===== src/umc_pkg.sv =====
// Shared constants and types for the uncore machine-check logging block.
// Assumes a single 100 MHz clock and a word-indexed register port.
package umc_pkg;

  // Register indices on the register port
  localparam logic [4:0] RI_MC_CTL_LO   = 5'h00;
  localparam logic [4:0] RI_MC_CTL_HI   = 5'h01;
  localparam logic [4:0] RI_MC_STAT_LO  = 5'h02;
  localparam logic [4:0] RI_MC_STAT_HI  = 5'h03;
  localparam logic [4:0] RI_MC_ADDR_LO  = 5'h04;
  localparam logic [4:0] RI_MC_ADDR_HI  = 5'h05;
  localparam logic [4:0] RI_MC_MISC     = 5'h06;
  localparam logic [4:0] RI_DIR_CTL     = 5'h08;
  localparam logic [4:0] RI_DIR0_STAT   = 5'h09;
  localparam logic [4:0] RI_PEND        = 5'h10;
  localparam logic [4:0] RI_MASK        = 5'h11;
  localparam logic [4:0] RI_REDIR       = 5'h12;
  localparam logic [4:0] RI_LD_DIR      = 5'h13;
  localparam logic [4:0] RI_LD_WRITE    = 5'h14;
  localparam logic [4:0] RI_SYS_STAT    = 5'h15;

  // Status word fields
  localparam int ST_VALID  = 31;
  localparam int ST_OVER   = 30;
  localparam int ST_UNCORR = 29;

  // Enable bits in the control registers
  localparam int CTL_TAG_STATE  = 0;
  localparam int CTL_CORE_VALID = 1;
  localparam int CTL_RETRY      = 0;
  localparam int CTL_TRAIN_FAIL = 29;

  // Directory model codes
  localparam logic [15:0] DC_TS_UC_EXT = 16'h0001;
  localparam logic [15:0] DC_TS_UC_INT = 16'h0002;
  localparam logic [15:0] DC_CV_UC_EXT = 16'h0010;
  localparam logic [15:0] DC_CV_UC_INT = 16'h0011;
  localparam logic [15:0] DC_TS_C_EXT  = 16'h0100;
  localparam logic [15:0] DC_TS_C_INT  = 16'h0101;
  localparam logic [15:0] DC_CV_C_EXT  = 16'h0110;
  localparam logic [15:0] DC_CV_C_INT  = 16'h0111;

  // Memory controller model codes
  localparam logic [31:0] MC_CODE_RETRY = 32'h0000_0001;
  localparam logic [31:0] MC_CODE_TRAIN = 32'h0200_0000;

  // Redirection, line disable write and system status fields
  localparam int REDIR_VEC_LSB  = 0;
  localparam int REDIR_CORE_LSB = 8;
  localparam int LD_IDX_LSB     = 24;
  localparam int SS_CACHE_EN    = 0;
  localparam int SS_RETRAIN     = 1;
  localparam int SS_CNT_LSB     = 8;
  localparam logic [3:0] DIR_UNIT = 4'h0;

  // Error report from one directory bank
  typedef struct packed {
    logic        valid;
    logic        uncorr;
    logic        core_valid;
    logic        internal;
    logic [31:0] addr;
  } umc_dir_err_t;

  // One line disable entry, also the reset packet payload
  typedef struct packed {
    logic        valid;
    logic [3:0]  unit;
    logic [11:0] set;
    logic [3:0]  way;
  } umc_ld_t;

  localparam int LD_W = $bits(umc_ld_t);

  // Machine-check interrupt to a core
  typedef struct packed {
    logic       valid;
    logic [7:0] core;
    logic [7:0] vector;
  } umc_irq_t;

endpackage : umc_pkg


===== src/umc_check_log.sv =====
// Uncore machine-check logging, signalling, line disable and core disable.
// Assumes error sources on the same clock and a word-indexed register port.
//
// Summary of operation
// - Uncorrected tag error: bit 0, code 0x0002 internal
// - Uncorrected core-valid error: bit 1, code 0x0011
// - Corrected codes 0x0100, 0x0101, 0x0111 logged
// - Spare directory bank logs in register space
// - Memory controller has seven 32-bit error registers
// - Retry event after set retries, before retraining
// - Training failure on train fail or retrained fail
// - Agent valid bits captured in pending register
// - Pending and mask set sends redirected interrupt
// - Array bit errors raise machine-check events
// - Disabled set and way never allocated
// - Line disables persist, reapplied before cache enable
// - Reset packets deliver line disables to units
// - Masked cores are not enumerated after reboot
// - No ring cache allocation for disabled core
`timescale 1ns/1ps
`default_nettype none
module umc_check_log #(
  parameter int DIR_BANKS   = 2,
  parameter int NUM_EXT     = 4,
  parameter int NUM_CORES   = 8,
  parameter int RETRY_LIMIT = 4,
  parameter int LD_DEPTH    = 16
) (
  input  wire logic                                   SYS_CLK,
  input  wire logic                                   RST,
  input  wire logic                                   REG_WR,
  input  wire logic                                   REG_RD,
  input  wire logic [4:0]                             REG_ADDR,
  input  wire logic [31:0]                            REG_WDATA,
  output logic      [31:0]                            REG_RDATA,
  input  wire umc_pkg::umc_dir_err_t [DIR_BANKS-1:0]  DIR_ERR,
  input  wire logic                                   MC_CRC_FAIL,
  input  wire logic                                   MC_TRAIN_FAIL,
  input  wire logic                                   MC_TRAIN_DONE,
  input  wire logic                                   MC_TXN_DONE,
  input  wire logic [63:0]                            MC_TXN_ADDR,
  output logic                                        MC_RETRAIN,
  input  wire logic [NUM_EXT-1:0]                     AGENT_VALID,
  output umc_pkg::umc_irq_t                           IRQ,
  input  wire logic [NUM_CORES-1:0]                   CORE_MASK,
  output logic      [NUM_CORES-1:0]                   CORE_VISIBLE,
  output logic      [NUM_CORES-1:0]                   RING_ALLOC_EN,
  input  wire logic                                   ALLOC_REQ,
  input  wire logic [11:0]                            ALLOC_SET,
  input  wire logic [3:0]                             ALLOC_WAY,
  output logic                                        ALLOC_GRANT,
  output umc_pkg::umc_ld_t                            PKT,
  output logic                                        CACHE_EN
);

  localparam int NA = DIR_BANKS + 1 + NUM_EXT;
  localparam int IW = $clog2(LD_DEPTH);

  // Parameter limits the logic can serve
  if (DIR_BANKS < 1 || DIR_BANKS > 3 || NA > 32 || RETRY_LIMIT < 1 ||
      RETRY_LIMIT > 255 || LD_DEPTH < 2 || LD_DEPTH > 16 ||
      NUM_CORES > 32) begin : g_bad_params
    $error("umc_check_log: unsupported parameter values");
  end

  ////////////////////////////////////////////////////////////////////////////
  // Decoding helpers

  // Index of a directory bank status (a=0) or address (a=1) register
  function automatic logic [4:0] dir_idx(input int b, input logic a);
    return umc_pkg::RI_DIR0_STAT + 5'(2 * b) + {4'h0, a};
  endfunction : dir_idx

  // Register write strobe for one index
  function automatic logic wr_hit(input logic [4:0] idx);
    return REG_WR && (REG_ADDR == idx);
  endfunction : wr_hit

  // Model code of a directory error
  function automatic logic [15:0] dir_code(input umc_pkg::umc_dir_err_t e);
    logic [15:0] c;
    if (e.uncorr) begin
      if (e.core_valid) begin
        c = e.internal ? umc_pkg::DC_CV_UC_INT : umc_pkg::DC_CV_UC_EXT;
      end else begin
        c = e.internal ? umc_pkg::DC_TS_UC_INT : umc_pkg::DC_TS_UC_EXT;
      end
    end else begin
      if (e.core_valid) begin
        c = e.internal ? umc_pkg::DC_CV_C_INT : umc_pkg::DC_CV_C_EXT;
      end else begin
        c = e.internal ? umc_pkg::DC_TS_C_INT : umc_pkg::DC_TS_C_EXT;
      end
    end
    return c;
  endfunction : dir_code

  ////////////////////////////////////////////////////////////////////////////
  // Memory controller error registers

  logic [31:0] mc_control_low;
  logic [31:0] mc_control_high;
  logic [31:0] mc_status_low;
  logic [31:0] mc_status_high;
  logic [31:0] mc_address_low;
  logic [31:0] mc_address_high;
  logic [31:0] transaction_timeout;
  logic [7:0]  retry_cnt;
  logic        retry_evt;
  logic        train_evt;
  logic        mc_log;
  logic        mc_busy;

  // Plain control registers
  always_ff @(posedge SYS_CLK or posedge RST) begin
    if (RST) begin
      mc_control_low      <= '0;
      mc_control_high     <= '0;
      transaction_timeout <= '0;
    end else begin
      if (wr_hit(umc_pkg::RI_MC_CTL_LO)) mc_control_low <= REG_WDATA;
      if (wr_hit(umc_pkg::RI_MC_CTL_HI)) mc_control_high <= REG_WDATA;
      if (wr_hit(umc_pkg::RI_MC_MISC)) transaction_timeout <= REG_WDATA;
    end
  end

  // Retry and training failure detection
  assign retry_evt = MC_CRC_FAIL && !MC_RETRAIN &&
                     (retry_cnt == 8'(RETRY_LIMIT - 1));
  assign train_evt = MC_TRAIN_FAIL || (MC_CRC_FAIL && MC_RETRAIN);

  // Retry count per transaction and retraining state
  always_ff @(posedge SYS_CLK or posedge RST) begin
    if (RST) begin
      retry_cnt  <= '0;
      MC_RETRAIN <= 1'b0;
    end else begin
      if (retry_evt || MC_TXN_DONE) begin
        retry_cnt <= '0;
      end else if (MC_CRC_FAIL && !MC_RETRAIN) begin
        retry_cnt <= retry_cnt + 8'h01;
      end
      if (retry_evt) begin
        MC_RETRAIN <= 1'b1;
      end else if (MC_TRAIN_DONE) begin
        MC_RETRAIN <= 1'b0;
      end
    end
  end

  // Logging; an event wins over a software write in the same cycle
  assign mc_log  = (retry_evt && mc_control_low[umc_pkg::CTL_RETRY]) ||
                   (train_evt && mc_control_low[umc_pkg::CTL_TRAIN_FAIL]);
  assign mc_busy = mc_status_high[umc_pkg::ST_VALID] &&
                   !wr_hit(umc_pkg::RI_MC_STAT_HI);
  always_ff @(posedge SYS_CLK or posedge RST) begin
    if (RST) begin
      mc_status_low   <= '0;
      mc_status_high  <= '0;
      mc_address_low  <= '0;
      mc_address_high <= '0;
    end else if (mc_log && mc_busy) begin
      mc_status_high[umc_pkg::ST_OVER] <= 1'b1;
    end else if (mc_log) begin
      mc_status_low   <= train_evt ? umc_pkg::MC_CODE_TRAIN
                                   : umc_pkg::MC_CODE_RETRY;
      mc_status_high  <= '0;
      mc_status_high[umc_pkg::ST_VALID]  <= 1'b1;
      mc_status_high[umc_pkg::ST_UNCORR] <= train_evt;
      mc_address_low  <= MC_TXN_ADDR[31:0];
      mc_address_high <= MC_TXN_ADDR[63:32];
    end else begin
      if (wr_hit(umc_pkg::RI_MC_STAT_LO)) mc_status_low <= REG_WDATA;
      if (wr_hit(umc_pkg::RI_MC_STAT_HI)) mc_status_high <= REG_WDATA;
      if (wr_hit(umc_pkg::RI_MC_ADDR_LO)) mc_address_low <= REG_WDATA;
      if (wr_hit(umc_pkg::RI_MC_ADDR_HI)) mc_address_high <= REG_WDATA;
    end
  end

  ////////////////////////////////////////////////////////////////////////////
  // Directory banks; the last bank is the spare one, all in register space

  logic [31:0]          error_report_control;
  logic [31:0]          directory_error_status  [DIR_BANKS];
  logic [31:0]          directory_error_address [DIR_BANKS];
  logic [DIR_BANKS-1:0] dir_valid;

  // Directory control register
  always_ff @(posedge SYS_CLK or posedge RST) begin
    if (RST) begin
      error_report_control <= '0;
    end else if (wr_hit(umc_pkg::RI_DIR_CTL)) begin
      error_report_control <= REG_WDATA;
    end
  end

  for (genvar b = 0; b < DIR_BANKS; b++) begin : g_dir
    logic ev;
    logic busy;
    // Event enabled by the tag-state or core-valid control bit
    assign ev = DIR_ERR[b].valid &&
                error_report_control[DIR_ERR[b].core_valid ?
                  umc_pkg::CTL_CORE_VALID : umc_pkg::CTL_TAG_STATE];
    assign busy = directory_error_status[b][umc_pkg::ST_VALID] &&
                  !wr_hit(dir_idx(b, 1'b0));
    assign dir_valid[b] = directory_error_status[b][umc_pkg::ST_VALID];

    // Status and address log of this bank
    always_ff @(posedge SYS_CLK or posedge RST) begin
      if (RST) begin
        directory_error_status[b]  <= '0;
        directory_error_address[b] <= '0;
      end else if (ev && busy) begin
        directory_error_status[b][umc_pkg::ST_OVER] <= 1'b1;
      end else if (ev) begin
        directory_error_status[b] <= '0;
        directory_error_status[b][15:0] <= dir_code(DIR_ERR[b]);
        directory_error_status[b][umc_pkg::ST_VALID]  <= 1'b1;
        directory_error_status[b][umc_pkg::ST_UNCORR] <= DIR_ERR[b].uncorr;
        directory_error_address[b] <= DIR_ERR[b].addr;
      end else begin
        if (wr_hit(dir_idx(b, 1'b0))) directory_error_status[b] <= REG_WDATA;
        if (wr_hit(dir_idx(b, 1'b1))) directory_error_address[b] <= REG_WDATA;
      end
    end
  end

  ////////////////////////////////////////////////////////////////////////////
  // Interrupt controller

  logic [NA-1:0] check_interrupt_pending;
  logic [NA-1:0] check_interrupt_mask;
  logic [15:0]   redirect;

  // Capture valid bits, mask and redirection, and raise the interrupt
  always_ff @(posedge SYS_CLK or posedge RST) begin
    if (RST) begin
      check_interrupt_pending <= '0;
      check_interrupt_mask    <= '0;
      redirect                <= '0;
      IRQ                     <= '0;
    end else begin
      check_interrupt_pending <= {AGENT_VALID,
        mc_status_high[umc_pkg::ST_VALID], dir_valid};
      if (wr_hit(umc_pkg::RI_MASK)) check_interrupt_mask <= REG_WDATA[NA-1:0];
      if (wr_hit(umc_pkg::RI_REDIR)) redirect <= REG_WDATA[15:0];
      IRQ.valid  <= |(check_interrupt_pending & check_interrupt_mask);
      IRQ.core   <= redirect[umc_pkg::REDIR_CORE_LSB +: 8];
      IRQ.vector <= redirect[umc_pkg::REDIR_VEC_LSB +: 8];
    end
  end

  ////////////////////////////////////////////////////////////////////////////
  // Line disable store and reset-time replay

  typedef enum logic [1:0] { ST_REPLAY, ST_DRAIN, ST_RUN } umc_state_t;
  umc_state_t       state;
  logic [IW-1:0]    rd_idx;
  logic             rd_pend;
  umc_pkg::umc_ld_t ld_q;
  umc_pkg::umc_ld_t line_disable;

  umc_line_mem #(
    .W     (umc_pkg::LD_W),
    .DEPTH (LD_DEPTH)
  ) u_mem (
    .SYS_CLK (SYS_CLK),
    .RST     (RST),
    .wr_en   (wr_hit(umc_pkg::RI_LD_WRITE)),
    .wr_addr (REG_WDATA[umc_pkg::LD_IDX_LSB +: IW]),
    .wr_data (REG_WDATA[umc_pkg::LD_W-1:0]),
    .rd_en   (state == ST_REPLAY),
    .rd_addr (rd_idx),
    .rd_data (ld_q)
  );

  // Walk every entry after reset, then enable the caches
  always_ff @(posedge SYS_CLK or posedge RST) begin
    if (RST) begin
      state    <= ST_REPLAY;
      rd_idx   <= '0;
      rd_pend  <= 1'b0;
      CACHE_EN <= 1'b0;
    end else begin
      rd_pend <= (state == ST_REPLAY);
      case (state)
        ST_REPLAY: begin
          rd_idx <= rd_idx + IW'(1);
          if (rd_idx == IW'(LD_DEPTH - 1)) state <= ST_DRAIN;
        end
        ST_DRAIN: begin
          state    <= ST_RUN;
          CACHE_EN <= 1'b1;
        end
        ST_RUN:  state <= ST_RUN;
        default: state <= ST_REPLAY;
      endcase
    end
  end

  // Reset packet for each stored entry whose valid bit is set
  always_ff @(posedge SYS_CLK or posedge RST) begin
    if (RST) begin
      PKT <= '0;
    end else begin
      PKT <= (rd_pend && ld_q.valid) ? ld_q : '0;
    end
  end

  // Directory's own line disable, set by software or by replay
  always_ff @(posedge SYS_CLK or posedge RST) begin
    if (RST) begin
      line_disable <= '0;
    end else if (wr_hit(umc_pkg::RI_LD_DIR)) begin
      line_disable <= REG_WDATA[umc_pkg::LD_W-1:0];
    end else if (rd_pend && ld_q.valid && ld_q.unit == umc_pkg::DIR_UNIT) begin
      line_disable <= ld_q;
    end
  end

  // Allocation gate against the disabled set and way
  assign ALLOC_GRANT = ALLOC_REQ && CACHE_EN &&
    !(line_disable.valid && line_disable.set == ALLOC_SET &&
      line_disable.way == ALLOC_WAY);

  ////////////////////////////////////////////////////////////////////////////
  // Core disable

  logic [NUM_CORES-1:0] core_off;
  logic                 strap_done;

  // Catch the flash mask once after reset release
  always_ff @(posedge SYS_CLK or posedge RST) begin
    if (RST) begin
      core_off   <= '0;
      strap_done <= 1'b0;
    end else if (!strap_done) begin
      core_off   <= CORE_MASK;
      strap_done <= 1'b1;
    end
  end

  assign CORE_VISIBLE  = ~core_off & {NUM_CORES{strap_done}};
  // Co-located directory banks keep running; only the ring cache stops
  assign RING_ALLOC_EN = CORE_VISIBLE & {NUM_CORES{CACHE_EN}};

  ////////////////////////////////////////////////////////////////////////////
  // Register read

  logic [31:0] rd_mux;

  // Read multiplexer; unmapped indices read zero
  always_comb begin
    rd_mux = '0;
    case (REG_ADDR)
      umc_pkg::RI_MC_CTL_LO:  rd_mux = mc_control_low;
      umc_pkg::RI_MC_CTL_HI:  rd_mux = mc_control_high;
      umc_pkg::RI_MC_STAT_LO: rd_mux = mc_status_low;
      umc_pkg::RI_MC_STAT_HI: rd_mux = mc_status_high;
      umc_pkg::RI_MC_ADDR_LO: rd_mux = mc_address_low;
      umc_pkg::RI_MC_ADDR_HI: rd_mux = mc_address_high;
      umc_pkg::RI_MC_MISC:    rd_mux = transaction_timeout;
      umc_pkg::RI_DIR_CTL:    rd_mux = error_report_control;
      umc_pkg::RI_PEND:       rd_mux = 32'(check_interrupt_pending);
      umc_pkg::RI_MASK:       rd_mux = 32'(check_interrupt_mask);
      umc_pkg::RI_REDIR:      rd_mux = {16'h0000, redirect};
      umc_pkg::RI_LD_DIR:     rd_mux = 32'(line_disable);
      umc_pkg::RI_SYS_STAT: begin
        rd_mux[umc_pkg::SS_CACHE_EN] = CACHE_EN;
        rd_mux[umc_pkg::SS_RETRAIN]  = MC_RETRAIN;
        rd_mux[umc_pkg::SS_CNT_LSB +: 8] = retry_cnt;
      end
      default: rd_mux = '0;
    endcase
    for (int b = 0; b < DIR_BANKS; b++) begin
      if (REG_ADDR == dir_idx(b, 1'b0)) rd_mux = directory_error_status[b];
      if (REG_ADDR == dir_idx(b, 1'b1)) rd_mux = directory_error_address[b];
    end
  end

  // Read data register
  always_ff @(posedge SYS_CLK or posedge RST) begin
    if (RST) begin
      REG_RDATA <= '0;
    end else if (REG_RD) begin
      REG_RDATA <= rd_mux;
    end
  end

  ////////////////////////////////////////////////////////////////////////////
  // Checks

  chk_dir_tag_code: assert property (@(posedge SYS_CLK) disable iff (RST)
    (DIR_ERR[0].valid && DIR_ERR[0].uncorr && !DIR_ERR[0].core_valid &&
     DIR_ERR[0].internal && error_report_control[0] && !dir_valid[0])
    |=> directory_error_status[0][15:0] == 16'h0002)
    else $error("tag internal code wrong");
  chk_dir_cv_code: assert property (@(posedge SYS_CLK) disable iff (RST)
    (DIR_ERR[0].valid && DIR_ERR[0].uncorr && DIR_ERR[0].core_valid &&
     DIR_ERR[0].internal && error_report_control[1] && !dir_valid[0])
    |=> directory_error_status[0][15:0] == 16'h0011)
    else $error("core-valid internal code wrong");
  chk_dir_corr_code: assert property (@(posedge SYS_CLK) disable iff (RST)
    (DIR_ERR[0].valid && !DIR_ERR[0].uncorr && !DIR_ERR[0].core_valid &&
     !DIR_ERR[0].internal && error_report_control[0] && !dir_valid[0])
    |=> directory_error_status[0][15:0] == 16'h0100 && dir_valid[0])
    else $error("corrected external code wrong");
  chk_mc_read_back: assert property (@(posedge SYS_CLK) disable iff (RST)
    (REG_RD && REG_ADDR == umc_pkg::RI_MC_MISC)
    |=> REG_RDATA == $past(transaction_timeout))
    else $error("timeout register read wrong");
  chk_retry_retrain: assert property (@(posedge SYS_CLK) disable iff (RST)
    (MC_CRC_FAIL && !MC_RETRAIN && retry_cnt == 8'(RETRY_LIMIT - 1))
    |=> MC_RETRAIN && retry_cnt == 8'h00)
    else $error("retry limit did not start retraining");
  chk_train_log: assert property (@(posedge SYS_CLK) disable iff (RST)
    (MC_CRC_FAIL && MC_RETRAIN && mc_control_low[umc_pkg::CTL_TRAIN_FAIL] &&
     !mc_status_high[umc_pkg::ST_VALID])
    |=> mc_status_low == umc_pkg::MC_CODE_TRAIN ##2 IRQ.valid == |check_interrupt_mask[DIR_BANKS])
    else $error("training failure not logged");
  chk_irq_raise: assert property (@(posedge SYS_CLK) disable iff (RST)
    |(check_interrupt_pending & check_interrupt_mask)
    |=> IRQ.valid && IRQ.vector == $past(redirect[7:0]))
    else $error("interrupt not raised");
  chk_alloc_block: assert property (@(posedge SYS_CLK) disable iff (RST)
    (line_disable.valid && ALLOC_SET == line_disable.set &&
     ALLOC_WAY == line_disable.way) |-> !ALLOC_GRANT)
    else $error("allocation into disabled line");
  chk_cache_late: assert property (@(posedge SYS_CLK) disable iff (RST)
    CACHE_EN |-> state == ST_RUN && !rd_pend)
    else $error("cache enabled before replay done");
  chk_ring_off: assert property (@(posedge SYS_CLK) disable iff (RST)
    strap_done |-> (RING_ALLOC_EN & core_off) == '0)
    else $error("ring cache allocation on disabled core");
  chk_valid_sticky: assert property (@(posedge SYS_CLK) disable iff (RST)
    (dir_valid[0] && !wr_hit(dir_idx(0, 1'b0))) |=> dir_valid[0] && check_interrupt_pending[0])
    else $error("valid bit dropped without clear");

endmodule : umc_check_log
`default_nettype wire


===== src/umc_line_mem.sv =====
// Small memory holding the line disable entries.
// Array has no reset so contents survive a reset of the block.
`timescale 1ns/1ps
`default_nettype none
module umc_line_mem #(
  parameter int W     = 21,
  parameter int DEPTH = 16
) (
  input  wire logic                     SYS_CLK,
  input  wire logic                     RST,
  input  wire logic                     wr_en,
  input  wire logic [$clog2(DEPTH)-1:0] wr_addr,
  input  wire logic [W-1:0]             wr_data,
  input  wire logic                     rd_en,
  input  wire logic [$clog2(DEPTH)-1:0] rd_addr,
  output logic      [W-1:0]             rd_data
);

  logic [W-1:0] mem [DEPTH];

  // Write port
  always_ff @(posedge SYS_CLK) begin
    if (wr_en) begin
      mem[wr_addr] <= wr_data;
    end
  end

  // Registered read port
  always_ff @(posedge SYS_CLK or posedge RST) begin
    if (RST) begin
      rd_data <= '0;
    end else if (rd_en) begin
      rd_data <= mem[rd_addr];
    end
  end

endmodule : umc_line_mem
`default_nettype wire


===== config.mk =====
export PLATFORM = sky130hd
export DESIGN_NAME = umc_check_log
export DESIGN_NICKNAME = d
export VERILOG_FILES = /design/src/umc_pkg.sv /design/src/umc_check_log.sv /design/src/umc_line_mem.sv
export SDC_FILE = /design/constraint.sdc
export NUM_CORES = 1
export LEC_CHECK = 0
export BUFFER_PORTS_ARGS = -buffer_cell sky130_fd_sc_hd__buf_2
export CAP_MARGIN = 20
export CORE_AREA = 5 5 273 275
export CTS_BUF_LIST = sky130_fd_sc_hd__clkbuf_8 sky130_fd_sc_hd__clkbuf_16
export CTS_CLUSTER_DIAMETER = 100
export CTS_CLUSTER_SIZE = 12
export DETAILED_ROUTE_END_ITERATION = 10
export DIE_AREA = 0 0 278 280
export GPL_ROUTABILITY_DRIVEN = 0
export PLACE_DENSITY = 0.74
export SLEW_MARGIN = 25
export SYNTH_ARGS = -nofsm -noshare
export SYNTH_HDL_FRONTEND = slang
export SYNTH_SLANG_ARGS = --single-unit

===== constraint.sdc =====
create_clock -name SYS_CLK -period 42.9 [get_ports SYS_CLK]
set_input_delay 8.58 -clock SYS_CLK [delete_from_list [all_inputs] [get_ports SYS_CLK]]
set_output_delay 8.58 -clock SYS_CLK [all_outputs]
set_load 0.005 [all_outputs]

== After elaboration in Yosys (flattened, before gate mapping) ==
Memories as Yosys holds them, arrays and structs flattened. A register that Yosys moved wholly into a read port is not among the register bits.
Index checks and enable logic that the tools add are counted.
W data, S select, Z words.

* Bits in writable memories: 336
* Output and inout port bits: 89
* Flip-flop bits (word level): 531
* Input port bits: 210
* Memories: 1
* Logic and storage cells: 205

* Eq/ne operators: 24
* Multiplexer cells: 61
* Add/sub/neg operators: 2
* Order comparisons: 2
* Reductions and logical operators: 70
* Bitwise gates (word level): 7

{| class="wikitable"
|+ Memories
! memory !! words !! width !! rd ports !! clocked after memory_dff !! wr ports !! RTL line !! RTL
|-
| u_mem.mem || 16 || 21 || 1 || 1 || 1 || umc_line_mem.sv:19 || <nowiki>logic [W-1:0] mem [DEPTH];</nowiki>
|}

{| class="wikitable"
|+ Operators by type and width
! cell !! number
|-
| $mux W32 || 20
|-
| $pmux W16 S9 || 1
|-
| $pmux W8 S11 || 1
|-
| $pmux W6 S12 || 1
|-
| $mux W21 || 3
|-
| $logic_and A1 B1 Y1 || 35
|-
| $mux W16 || 2
|-
| $eq A5 B5 Y1 const B || 6
|-
| $mux W26 || 1
|-
| $pmux W2 S13 || 1
|-
| $eq A5 B4 Y1 const B || 5
|-
| $reduce_bool A2 Y1 || 11
|-
| $mux W5 || 4
|-
| $mux W1 || 19
|-
| $and A8 B8 Y8 || 2
|-
| $mux W8 || 2
|-
| $reduce_and A2 Y1 || 8
|-
| $eq A5 B3 Y1 const B || 3
|-
| $eq A12 B12 Y1 || 1
|-
| $lt A1 B6 Y1 const B || 2
|-
| $bmux W1 S5 || 2
|-
| $eq A5 B2 Y1 const B || 2
|-
| $reduce_bool A3 Y1 || 3
|-
| $add A8 B1 Y8 const B || 1
|-
| 20 further kinds || 30
|}

== Longest topological paths before layout ==
* Depth after elaboration: 8
* Gate-level depth with buffers: 9

== Cells and area by module ==
Synthesis repeated with hierarchy kept, for this count alone.

* Cells, all modules: 2,767
* Area, all modules: 38,330.5 sq um

{| class="wikitable"
|+ Modules (own cells, without submodules)
! module !! cells each !! instances !! area an instance (sq um) !! seq. area each (sq um)
|-
| umc_check_log || 2,183 || 1 || 24,403.4 || 13,287.7
|-
| umc_line_mem || 584 || 1 || 13,927.1 || 10,615.2
|}

== Least setup slack after synthesis ==
No wires, ideal clock.

* Kind: input to output
* Start: input port ALLOC_SET[0]
* End: output port ALLOC_GRANT
* Path buffers: 0
* Arrival: 9.171 ns
* Stages on the path: 4
* Setup slack: 25.149 ns
* Cells stage by stage: xnor2_1 -> nand4_1 -> nor4_1 -> a31oi_1

* Longest elaborated chain between the ends: 5

{| class="wikitable"
|+ RTL lines
! what !! RTL line !! RTL
|-
| start, declared || umc_check_log.sv:49 || <nowiki>input wire logic [11:0] ALLOC_SET,</nowiki>
|-
| $eq A12 B12 Y1 || umc_check_log.sv:323 || <nowiki>!(line_disable.valid && line_disable.set == ALLOC_SET &&</nowiki>
|-
| $logic_and A1 B1 Y1 (2 in series) || umc_check_log.sv:323 ||
|-
| $logic_not A1 Y1 || umc_check_log.sv:323 ||
|-
| $logic_and A1 B1 Y1 || umc_check_log.sv:322 || <nowiki>assign ALLOC_GRANT = ALLOC_REQ && CACHE_EN &&</nowiki>
|-
| end, declared || umc_check_log.sv:51 || <nowiki>output logic ALLOC_GRANT,</nowiki>
|}

No other way between the ends.

== Worst setup path after layout ==
* Start: input port ALLOC_SET[9]
* End: output port ALLOC_GRANT

Same word-level chain as after synthesis.

==> summary.md <==
| Metric | Value |
|---|---|
| Share of Yosys cell area claimed by the top area cell type | 35.36% |
| Async set-or-reset flop fraction in the synthesized netlist | between 60 and 70% |
| Terminus of the critical flop-to-flop path | mc_address_low[5] |
| Maximum single-stage delay on the critical path | 280 ps |
| Chip width | approximately 280 um |
| Post-route clock skew | about 27 ps |
| Cell family contributing the most delay on the critical path | simple AND/OR/NAND/NOR gates |
| Crit path arrival time | approximately 9500 ps |
| Launch point of the critical path | ALLOC_SET[9] |
| Number of placed instances, taps included | roughly 3.9k |
| Half-perimeter wire length after detailed placement | 77760 um |
| Area after detailed placement | around 41000 um2 |
| Final global-route overflow total | 0 |
| Cell with the biggest individual delay on the critical path | nor4_1 |
| Worst-path fanout max | 1 |
| Result of the run | complete, no violations |
| Total clock buffers created by CTS | 83 |
| Measured slew at the worst slew-check pin | roughly 1200 ps |
| Top-level I/O count | around 300 |
| PostCTS Resize Cnt | 0 |
| Final Hold Viols | 0 |
| Sum of negative setup slack | 0 ps |
| Wire length of the first global-routing pass | about 180000 um |
| Met3 wire length | 12630 um |
| Worst setup SP type | input port |
| Worst reg-to-reg path cell count | 6 |
| Cells after Synth | ~2.8k |
| Filler Cell Count | between 5k and 6k |
| Final period util | 42.19% |
| Detailed router's first-iteration violation count | 3112 |
| Layout Utilization | between 60% and 70% |
| Synth unique cells | slightly below 80 |
| Classification of the worst-slack hold path | reg2reg |
| Number of buffer and inverter instances along the worst setup path | 2 |
| Total vias in the final route | around 27k |
| Drt first pass iters | 8 |
| Largest buffer count on any clock path | 3 |
| Detail-routed net length per standard cell | a little over 30 um |
| Post-CTS setup buffers | 0 |
| Routed met2 length | 58140 um |
| Clock sink count | around 900 |
| Worst r2r src | retry_cnt[4] |
| Crit. End Element | primary output |
| Post-Route M1 WL | 43380 um |
| Type of the worst setup path | in2out |
| Nets | about 3.3k |
| Number of enable flip-flop cells after synthesis | 336 |
| Synthesized area divided by synthesized cell count | around 14 um2 |
| Cell row count | between 90 and 100 |
| Headroom to the max-slew limit | about a fifth |
| Effective utilization at floorplan | 54.18% |
| Fraction of final layout cells sized beyond drive strength 1 | 32.28% |
| Clock tree from TritonCTS | done |
| Number of synthesis warnings | 0 |
| Number of stages on the worst hold path | 0 |
| Minimum setup slack among reg-to-reg paths | between 30000 and 40000 ps |
| Placeable core region | 72090 um2 |
| Layout-stage area growth over the synthesis result | 12.29% |
| Hold buffer count at cts | 0 |
| Die ar. | between 70000 and 80000 um2 |
| Worst min-delay path endpoint | IRQ[9] |
| Clk_lat worst skew | between 600 and 700 ps |
| Worst Min Path Start | redirect[9] |
| CTS H-tree lvls | 3 |
| RSZ-0062 raised after global routing | false |
| Post-route design area | 43860 um2 |
| Overall track demand over capacity in global routing | between 30 and 40% |
| Total of flip-flops plus latches after synthesis | slightly below 900 |
| Clock Tree Root | clkbuf_16 |
| Die Span Y | approximately 280 um |
| Netlist Area Pre-Place | 39060 um2 |
| Wirelength, routed | about 120000 um |
| Number of nets with antenna violations after routing | 0 |
| Max-cap violations | 0 |
| Initial antenna violation count | 11 |
| Final critical path time including I/O delays and setup | approximately 18000 ps |
| Final total power | 2.071 mW |
| Pin count of the biggest net entering global routing | 177 |
| Top cell by count, worst path | buf_2 |
| Cell leakage power | 18.28 nW |
| # port buffers | roughly 300 |
| CP cell instances | buf_2, xnor2_1, nand4_1, nor4_1, a31oi_1, buf_2 |
| Synthesized net count | about 3k |
| Number of max-slew violations in the final report | 0 |
| Worst vdd ir | 0.02995 mV |
| Max Clock Freq | between 50 and 60 MHz |
| Dominant synthesized flop cell | dfrtp_1 |
| Worst Path Required | approximately 34000 ps |
| PD cells | between 40 and 50 nW/um2 |
| Via count of the first global-routing pass | between 20k and 30k |
| Clock input transition at the sequential cells of the worst setup and hold paths | 60 ps |
| Filler-free cell count of the finished design | around 4.0k |
| Post-detailed-route via-to-cell ratio | just under 7 |
| Setup violation total in the final timing report | 0 |
| Synth top area cells | dfrtp_1 (35%), edfxtp_1 (26%), mux2_2 (11%), mux4_2 (4.8%), a22o_1 (2.9%) |
| DRC violations left | 0 |
| Sequential-to-total area share from yosys stat | between 60 and 70% |
| Largest area contributor in the synthesized netlist | dfrtp_1 |
| Top sig layer | met5 |
[placed cells by master, fill, tap and decap left out, types with 39 or more instances in the layout]
master,instances
buf_2,298
a22o_1,130
a221oi_1,39
clkbuf_16,83
mux2_2,371
mux4_2,84
buf_4,59
a21oi_1,41
nand3_1,65
and3_1,53
mux2i_1,44
o21ai_0,62
inv_1,68
dfrtp_1,550
nor2_1,89
nand2_1,261
a22oi_1,47
edfxtp_1,336
[routing by layer]
metal  vias up  GRT usage [%]
met1     13810          38.50
met3       435          7.755
met5         -              0
met2      1860          49.53
met4         6          18.66
li1      11098              -
[how the worst max path moves through the flow]
stage | to | cells past startpoint | slack (ps)
after detailed placement | ALLOC_GRANT | 6 | 24770
after CTS | ALLOC_GRANT | 6 | 24780
after global placement | ALLOC_GRANT | 6 | 24730
after global routing | ALLOC_GRANT | 6 | 24700
after floorplan | CACHE_EN | 1 | 18890
final | ALLOC_GRANT | 6 | 24800
[sequential cells by signal (all words and copies together), names as in the netlist, 16 cells and up]
name and count:
mc_status_high 32, u_mem.rd_data 21, REG_RDATA 32, error_report_control 32
line_disable 21, directory_error_status 62, mc_control_low 32, u_mem.mem 336
transaction_timeout 32, mc_control_high 32, IRQ 17, directory_error_address 64
mc_address_low 32, PKT 21, mc_address_high 32, mc_status_low 32
redirect 16
[stage by stage]
step / hold WS (ps) / setup WS [ps]
after floorplan: 361.2 / 18890
after global placement: 391.0 / 24730
after detailed placement: 406.5 / 24770
after CTS: 425.7 / 24780
after global routing: 444.9 / 24700
final: 441.9 / 24800
[power breakdown]
group | leakage, nW | switching [mW] | internal [mW]
Clock | 1.26 | 0.314 | 0.349
Sequential | 9.96 | 0.107 | 1.02
Combinational | 7.06 | 0.136 | 0.149
[cell usage after synthesis (20+ instances only)]
cell	instances
mux4_2	84
dfrtp_1	552
a21oi_1	41
nand3_1	66
mux2i_1	44
a22oi_1	47
inv_1	35
xnor2_1	20
o221ai_1	32
buf_1	35
a221oi_1	39
buf_2	29
nor2_1	105
o21ai_0	62
o22ai_1	36
mux2_2	371
clkbuf_1	167
nand2_1	263
mux2_4	30
a22o_1	130
edfxtp_1	336
and3_1	54
[kinds of logic (layout without fill, tap and decap cells)]
family	Yosys count	in the layout	share of synthesized area [%]
XOR/XNOR	26	26	0.5830
other	1	7	0.009600
flip-flops	888	888	61.19
AO/OA/AOI/OAI	481	481	9.510
multiplexers	537	537	18.05
AND/OR/NAND/NOR	623	623	7.591
adder cells (fa/ha/maj)	6	6	0.1922
buffers and inverters	275	520	2.873
[area by class of cell]
cell class / count / area [um2] / area share (%)
inverters: 35 / 138.9 / 0.3166
diodes: 6 / 15.01 / 0.03423
clock inverters: 40 / 246.5 / 0.5619
well taps: 959 / 1200 / 2.735
clock buffers: 83 / 2077 / 4.735
repair buffers: 362 / 2016 / 4.595
flip-flops and latches: 888 / 23910 / 54.50
multi-input cells: 1674 / 14260 / 32.52
No activity file was read; power rests on OpenSTA's default activity.
